===== config.mk =====
export PLATFORM = sky130hd
export DESIGN_NAME = serdes_test_clock_reset_ctrl
export DESIGN_NICKNAME = d
export VERILOG_FILES = /design/src/core/serdes_test_clock_reset_pkg.sv /design/src/core/serdes_test_clock_reset_ctrl.sv
export SDC_FILE = /design/constraint.sdc
export NUM_CORES = 1
export LEC_CHECK = 0
export ABC_AREA = 1
export BUFFER_PORTS_ARGS = -buffer_cell sky130_fd_sc_hd__buf_2
export CAP_MARGIN = 20
export CORE_MARGIN = 3
export CORE_UTILIZATION = 45
export CTS_CLUSTER_DIAMETER = 60
export DETAILED_ROUTE_END_ITERATION = 10
export HOLD_SLACK_MARGIN = 0.03
export PLACE_DENSITY = 0.78
export SETUP_SLACK_MARGIN = 0.3
export SYNTH_ARGS = -nofsm -noshare
export SYNTH_HDL_FRONTEND = slang
export SYNTH_SLANG_ARGS = --single-unit

===== constraint.sdc =====
create_clock -name clock -period 3.7 [get_ports clock]
set_input_delay 1.11 -clock clock [delete_from_list [all_inputs] [get_ports clock]]
set_output_delay 1.11 -clock clock [all_outputs]
set_load 0.01 [all_outputs]

===== src/core/serdes_test_clock_reset_pkg.sv =====
// constants for the channel test, lane clock and reset trigger registers
// assumes a register port with a 5-bit register index and 16-bit data
package serdes_test_clock_reset_pkg;
    localparam logic [4:0] PATTERN_CONTROL_ADDR = 5'h0b;
    localparam logic [4:0] LANE_CLOCK_ADDR = 5'h0d;
    localparam logic [4:0] RESET_TRIGGER_ADDR = 5'h0e;
    localparam logic [4:0] ERROR_TALLY_ADDR = 5'h10;
    localparam logic [15:0] PATTERN_CONTROL_RESET = 16'h0520;
    localparam logic [15:0] LANE_CLOCK_RESET = 16'h0000;
    localparam logic [15:0] RESET_TRIGGER_RESET = 16'h0000;
    localparam logic [15:0] ERROR_TALLY_RESET = 16'hfffd;
    localparam logic [15:0] ERROR_TALLY_CLEAR = 16'h0000;
    localparam logic [15:0] ERROR_TALLY_MAX = 16'hffff;
    // pattern control fields
    localparam int GENERATE_BIT = 13;
    localparam int VERIFY_BIT = 12;
    localparam int FAST_CHOICE_LSB = 8;
    localparam int SLOW_CHOICE_LSB = 4;
    localparam int LOOPBACK_BIT = 3;
    localparam logic [15:0] PATTERN_CONTROL_MASK = 16'h3738;
    // lane clock fields
    localparam int TX_CLEAR_LSB = 8;
    localparam int LANE_THREE_LSB = 2;
    localparam int LANE_TWO_BIT = 1;
    localparam int LANE_ONE_BIT = 0;
    localparam logic [15:0] LANE_CLOCK_MASK = 16'h000f;
    // reset trigger fields
    localparam int RX_CLEAR_LSB = 8;
    localparam int FAST_RX_SECOND_BIT = 6;
    localparam int FAST_RX_FIRST_BIT = 5;
    localparam int TRAINING_BIT = 4;
    localparam int DATAPATH_BIT = 3;
    localparam logic [15:0] TRIGGER_MASK = 16'h0f78;
    localparam int LANE_COUNT = 4;
    // fast side pattern choices
    typedef enum logic [2:0] {
        PAT_HIGH_FREQ, PAT_LOW_FREQ, PAT_MIXED_FREQ, PAT_COMPLIANT_RANDOM_PATTERN_LONG,
        PAT_COMPLIANT_RANDOM_PATTERN_SHORT, PAT_PRBS7, PAT_PRBS23, PAT_PRBS31
    } fast_pattern_t;
    // slow lane prbs choices
    typedef enum logic [1:0] {
        SLOW_PRBS31, SLOW_RESERVED, SLOW_PRBS7, SLOW_PRBS23
    } slow_prbs_t;
    // lane clock source choices
    typedef enum logic [1:0] {
        SRC_LANE0, SRC_LANE2, SRC_OWN
    } clock_source_t;
endpackage


===== src/core/serdes_test_clock_reset_ctrl.sv =====
// per-channel test pattern, lane clock select and self-clearing reset registers
// assumes a management register port already decoded from the serial frames,
// running on the management clock; one access per cycle at most
// How it works
// - generate bit enables fast side pattern transmit
// - verify bit enables fast side pattern checking
// - choice codes 000-100 pick frequency/compliant patterns
// - codes 101-111 pick prbs, reset 101
// - verify errors accumulate in readable error tally
// - slow prbs choice 00/10/11, 01 reserved
// - loopback bit selects deep remote loopback
// - per lane transmit buffer clear, self clearing
// - lane three clock from lane0, lane2, own
// - lane two clock from lane0 or own
// - lane one clock from lane0 or own
// - per lane receive buffer clear bits
// - bits 6 and 5 clear fast receive buffers
// - writing one restarts link training
// - datapath clear keeps management registers intact
// - self clearing bits drop next cycle
// - error tally clears when read
`timescale 1ns/100ps
module serdes_test_clock_reset_ctrl (
    // clock and reset
    input wire logic clock,
    input wire logic rst,
    // management register port
    input wire logic regWrite,
    input wire logic regRead,
    input wire logic [4:0] regAddr,
    input wire logic [15:0] regWriteData,
    output logic [15:0] regReadData,
    output logic regReadValid,
    // fast side pattern engine
    output logic fastSidePatternGenerate,
    output logic fastSidePatternVerify,
    output serdes_test_clock_reset_pkg::fast_pattern_t fastSidePatternChoice,
    input wire logic fastSidePatternError,
    // slow lane test and loopback
    output serdes_test_clock_reset_pkg::slow_prbs_t slowLanePrbsChoice,
    output logic farEndDeepLoopback,
    // lane transmit byte clock sources
    output serdes_test_clock_reset_pkg::clock_source_t laneThreeClockSource,
    output serdes_test_clock_reset_pkg::clock_source_t laneTwoClockSource,
    output serdes_test_clock_reset_pkg::clock_source_t laneOneClockSource,
    // one-cycle reset pulses
    output logic [3:0] slowLaneTxBufferClear,
    output logic [3:0] slowLaneRxBufferClear,
    output logic fastRxSecondBufferClear,
    output logic fastRxFirstBufferClear,
    output logic linkTrainingRerun,
    output logic datapathClear
);

    logic [15:0] patternControl_ff;
    logic [15:0] laneClock_ff;
    logic [15:0] triggers_ff;
    logic [15:0] errorTally_ff;
    logic [15:0] nxt_readData;
    logic writePattern;
    logic writeLaneClock;
    logic writeTrigger;
    logic readTally;

    // address match shared by write and read decode
    function automatic logic hit(input logic [4:0] addr, input logic [4:0] target);
        hit = (addr == target);
    endfunction

    assign writePattern = regWrite && hit(regAddr, serdes_test_clock_reset_pkg::PATTERN_CONTROL_ADDR);
    assign writeLaneClock = regWrite && hit(regAddr, serdes_test_clock_reset_pkg::LANE_CLOCK_ADDR);
    assign writeTrigger = regWrite && hit(regAddr, serdes_test_clock_reset_pkg::RESET_TRIGGER_ADDR);
    assign readTally = regRead && hit(regAddr, serdes_test_clock_reset_pkg::ERROR_TALLY_ADDR);

    // pattern control; reserved bits masked so they always read zero
    always_ff @(posedge clock) begin
        if (rst) begin
            patternControl_ff <= serdes_test_clock_reset_pkg::PATTERN_CONTROL_RESET;
        end else if (writePattern) begin
            patternControl_ff <= regWriteData & serdes_test_clock_reset_pkg::PATTERN_CONTROL_MASK;
        end
    end

    // lane clock select; the buffer clear field lives in triggers_ff
    always_ff @(posedge clock) begin
        if (rst) begin
            laneClock_ff <= serdes_test_clock_reset_pkg::LANE_CLOCK_RESET;
        end else if (writeLaneClock) begin
            laneClock_ff <= regWriteData & serdes_test_clock_reset_pkg::LANE_CLOCK_MASK;
        end
    end

    // self clearing triggers: transmit clears in [15:12], others in place
    // packing both registers' triggers here keeps one clearing path
    always_ff @(posedge clock) begin
        if (rst) begin
            triggers_ff <= serdes_test_clock_reset_pkg::RESET_TRIGGER_RESET;
        end else begin
            triggers_ff <= serdes_test_clock_reset_pkg::RESET_TRIGGER_RESET;
            if (writeTrigger) begin
                triggers_ff[11:0] <= regWriteData[11:0] & serdes_test_clock_reset_pkg::TRIGGER_MASK[11:0];
            end
            if (writeLaneClock) begin
                triggers_ff[15:12] <= regWriteData[serdes_test_clock_reset_pkg::TX_CLEAR_LSB +: 4];
            end
        end
    end

    // error tally: counts during verify, saturates, cleared by a read;
    // an error in the read cycle is kept so no event is lost
    always_ff @(posedge clock) begin
        if (rst) begin
            errorTally_ff <= serdes_test_clock_reset_pkg::ERROR_TALLY_RESET;
        end else if (readTally) begin
            errorTally_ff <= (fastSidePatternVerify && fastSidePatternError) ? 16'h0001
                : serdes_test_clock_reset_pkg::ERROR_TALLY_CLEAR;
        end else if (fastSidePatternVerify && fastSidePatternError &&
                     errorTally_ff != serdes_test_clock_reset_pkg::ERROR_TALLY_MAX) begin
            errorTally_ff <= errorTally_ff + 16'h0001;
        end
    end

    // read mux; unmapped indexes answer zero, triggers read as zero
    always_comb begin
        nxt_readData = 16'h0000;
        if (hit(regAddr, serdes_test_clock_reset_pkg::PATTERN_CONTROL_ADDR)) begin
            nxt_readData = patternControl_ff;
        end else if (hit(regAddr, serdes_test_clock_reset_pkg::LANE_CLOCK_ADDR)) begin
            nxt_readData = laneClock_ff;
        end else if (hit(regAddr, serdes_test_clock_reset_pkg::ERROR_TALLY_ADDR)) begin
            nxt_readData = errorTally_ff;
        end
    end

    // read data registered one cycle after the request
    always_ff @(posedge clock) begin
        if (rst) begin
            regReadData <= 16'h0000;
            regReadValid <= 1'b0;
        end else begin
            regReadValid <= regRead;
            if (regRead) begin
                regReadData <= nxt_readData;
            end
        end
    end

    // static controls straight from the register fields
    assign fastSidePatternGenerate = patternControl_ff[serdes_test_clock_reset_pkg::GENERATE_BIT];
    assign fastSidePatternVerify = patternControl_ff[serdes_test_clock_reset_pkg::VERIFY_BIT];
    assign fastSidePatternChoice = serdes_test_clock_reset_pkg::fast_pattern_t'(
        patternControl_ff[serdes_test_clock_reset_pkg::FAST_CHOICE_LSB +: 3]);
    assign slowLanePrbsChoice = serdes_test_clock_reset_pkg::slow_prbs_t'(
        patternControl_ff[serdes_test_clock_reset_pkg::SLOW_CHOICE_LSB +: 2]);
    assign farEndDeepLoopback = patternControl_ff[serdes_test_clock_reset_pkg::LOOPBACK_BIT];

    // lane three: 1x means own clock
    always_comb begin
        case (laneClock_ff[serdes_test_clock_reset_pkg::LANE_THREE_LSB +: 2])
            2'h0: laneThreeClockSource = serdes_test_clock_reset_pkg::SRC_LANE0;
            2'h1: laneThreeClockSource = serdes_test_clock_reset_pkg::SRC_LANE2;
            default: laneThreeClockSource = serdes_test_clock_reset_pkg::SRC_OWN;
        endcase
    end

    assign laneTwoClockSource = laneClock_ff[serdes_test_clock_reset_pkg::LANE_TWO_BIT]
        ? serdes_test_clock_reset_pkg::SRC_OWN : serdes_test_clock_reset_pkg::SRC_LANE0;
    assign laneOneClockSource = laneClock_ff[serdes_test_clock_reset_pkg::LANE_ONE_BIT]
        ? serdes_test_clock_reset_pkg::SRC_OWN : serdes_test_clock_reset_pkg::SRC_LANE0;

    // per lane buffer clear pulses
    genvar lane;
    generate
        for (lane = 0; lane < serdes_test_clock_reset_pkg::LANE_COUNT; lane++) begin : g_lane
            assign slowLaneTxBufferClear[lane] = triggers_ff[12 + lane];
            assign slowLaneRxBufferClear[lane] =
                triggers_ff[serdes_test_clock_reset_pkg::RX_CLEAR_LSB + lane];
        end
    endgenerate

    // pulses; datapath clear does not touch any register here
    assign fastRxSecondBufferClear = triggers_ff[serdes_test_clock_reset_pkg::FAST_RX_SECOND_BIT];
    assign fastRxFirstBufferClear = triggers_ff[serdes_test_clock_reset_pkg::FAST_RX_FIRST_BIT];
    assign linkTrainingRerun = triggers_ff[serdes_test_clock_reset_pkg::TRAINING_BIT];
    assign datapathClear = triggers_ff[serdes_test_clock_reset_pkg::DATAPATH_BIT];

endmodule


==> flow_metrics.py <==
metrics = {
    "outcome": {
        "status": "completed",
    },
    "global_route": {
        "grt_pass1_wl_um": 10600,
        "grt_usage": 0.2004,
        "grt-ovfl-total": 0,
        "grt_antenna_before_repair": 0,
        "grt_pass1_vias": 2436,
        "grt_max_degree": 26,
    },
    "drt": {
        "first_iter_violations": 128,
        "drt-vias-per-instance": 4.988,
        "wl_um": 6182,
        "ant_nets": 0,
        "drcViolationCount": 0,
        "wl_met1_um": 2749,
        "first_pass_iters": 4,
        "met3_length_um": 459,
        "wl_met2_um": 2875,
        "dr_total_vias": 2514,
        "highest_layer": "met4",
        "wl_per_cell_um": 12.27,
    },
    "synthesis": {
        "ys_ff_latch": 57,
        "synth_cell_types": 31,
        "synth_cells": 366,
        "synthXorXnorAreaFrac": 0.03302,
        "synth_mux_area_frac": 0,
        "synth_area_um2": 2653,
        "synth_top_family_by_area": "simple AND/OR/NAND/NOR gates",
        "yosysSeqAreaShare": 0.4302,
        "synthAdderAreaFrac": 0.004717,
        "synthSimpleGateAreaFrac": 0.3439,
        "yosysWarnings": 0,
        "synth.avg_cell_area_um2": 7.247,
        "synth_compound_area_frac": 0.08774,
    },
    "cells_and_area": {
        "area_delta_synth_final_pct": 18.59,
        "antennaDiodeCount": 0,
        "layout_common_cells": "nand2_1, buf_2, dfxtp_1",
        "nets": 454,
        "drive_gt1_frac": 0.2245,
        "fillers": 546,
        "utilization": 0.5609,
        "final_common_cell": "nand2_1",
    },
    "power_and_ir_drop": {
        "p_sw_mw": 0.3078,
        "finalPower_mw": 1.288,
        "p_int_mw": 0.9805,
        "powerDensity_nw_per_um2": 409.6,
        "cellLeakagePower_nw": 1.644,
        "combPwrFrac": 0.068,
        "ir_drop_mv": 0.3078,
        "p_sw_frac": 0.2389,
        "power_frac_seq": 0.489,
        "clock_power_share": 0.444,
    },
    "setup_path": {
        "path_max_fanout": 25,
        "cp.required_ns": 3.98,
        "ff2ff_path_depth": 8,
        "cp-end-kind": "register",
        "startpoint_type": "primary input",
        "critPathKind": "primary input to register",
        "r2r-end": "errorTally_ff[7]",
        "cp.arrival_ns": 2.37,
        "r2r-start": "errorTally_ff[0]",
        "rrSetupSlack_ns": 2.12,
    },
    "die": {
        "start_util": 0.4730,
        "die_h_um": 82.78,
        "dieArea_um2": 6852,
        "fp.dieW_um": 82.78,
        "io_pins": 69,
        "core-area_um2": 5608,
        "rows": 27,
    },
    "clocking": {
        "clockRootBuffer": "clkbuf_8",
        "htreeDepth": 3,
        "cts_buffers": 9,
        "cts.sinks": 57,
        "clkLatencyLatePin_ns": 0.34,
        "cts_resized": 0,
        "post-cts-setup-buffers": 0,
        "cts_hold_buf": 0,
        "cts_buffer_depth": 2,
        "path_clk_slew_ns": 0.06,
        "cts_tree": "built",
    },
    "sta": {
        "fin_worst_skew_ns": 0.004749,
        "rsz0062_at_grt": "no",
        "hold_ws_ns": 0.4641,
        "finalCritPeriodShare": 0.5640,
        "fin_tns_setup_ns": 0,
        "slew_viol_final": 0,
        "setup_viol": 0,
        "fin_crit_ns": 2.087,
        "max_freq_ghz": 0.4792,
        "hold_viol": 0,
    },
    "placement": {
        "dp_hpwl_um": 4504,
        "io_buffers": 63,
        "gp_congestion": 0.8599,
    },
    "run": {
        "max-cap-violations": 0,
    },
    "hold_path": {
        "min_path_cells": 2,
        "whs_endpoint": "regReadData[7]",
        "hold_path_class": "register to register",
        "worstHoldStart": "regReadData[7]",
    },
}
-- critical path, stage by stage --
cell and delay (ns):
buf_2 0.11, inv_1 0.08, nor2_1 0.06, nand4_2 0.06, buf_4 0.27, inv_2 0.17
nor2_4 0.31, nand2_1 0.11, nand3_1 0.08
-- per-layer routing --
metal | up-vias | global-route usage
met5 | - | 0
met4 | 0 | 0.09967
met3 | 10 | 0.07991
met2 | 80 | 0.3197
met1 | 1132 | 0.2326
li1 | 1292 | -
-- state kept, by name (all words and copies together), names as in the netlist --
name,count
errorTally_ff,16
regReadData,16
triggers_ff,12
patternControl_ff,8
laneClock_ff,4
regReadValid,1
-- layout make-up --
type	instances	area, um2	area share
multi-input combinational	256	1252	0.3982
clock buffer	13	148.9	0.04733
sequential	57	1141	0.3628
inverter	38	142.6	0.04535
clock inverter	3	40.04	0.01273
timing repair buffer	65	330.3	0.1050
tap	72	90.09	0.02864
-- cell families (layout without fill, tap and decap cells) --
group                      after synthesis  in the layout
adders and majority gates                1              1
DFF                                     57             57
AOI/OAI and AO/OA                       45             45
xor gates and xnor gates                10             10
other                                    1              2
and+or+nand+nor                        198            198
buffers and inverters                   54            119
-- worst max path at each step --
stage | cells past startpoint | end | startpoint | slack, ns
detailed placement | 5 | regReadData[8] | regRead | 1.29
CTS | 5 | regReadData[8] | regRead | 1.65
finish | 9 | errorTally_ff[7] | regAddr[4] | 1.61
floorplan | 7 | errorTally_ff[3] | regAddr[2] | 1.69
global placement | 5 | regReadData[8] | regRead | 1.29
global route | 9 | errorTally_ff[7] | regAddr[4] | 1.46
-- power groups by stage --
stage / Clock, mW / Sequential [mW] / Combinational, mW
floorplan: 0 / 0.643 / 0.0591
global placement: 0 / 0.643 / 0.0840
detailed placement: 0 / 0.643 / 0.0864
CTS: 0.582 / 0.630 / 0.0871
global route: 0.602 / 0.630 / 0.100
finish: 0.572 / 0.630 / 0.0871
-- through the flow --
step                instances  setup WS, ns  cell area [um2]
CTS                       504         1.650             3146
detailed placement        488         1.287             2957
global placement          488         1.287             2957
finish                    504         1.613             3146
global route              504         1.456             3146
floorplan                 367         1.693             2656
-- cells in the mapped netlist, drive strengths merged --
cell type / instances / share of area
dfxtp: 57 / 0.43
xnor2: 3 / 0.0099
clkbuf: 7 / 0.017
nand4: 6 / 0.017
xor2: 7 / 0.023
nor2: 46 / 0.075
o21ai: 22 / 0.042
clkinv: 1 / 0.0014
inv: 37 / 0.052
nand3b: 1 / 0.0028
nand3: 46 / 0.092
o211ai: 3 / 0.0085
a21oi: 20 / 0.038
nor3: 2 / 0.0038
nand2: 96 / 0.15
conb: 1 / 0.0014
ha: 1 / 0.0047
and2: 1 / 0.0024
buf: 9 / 0.028
No activity file was read; power rests on OpenSTA's default activity.
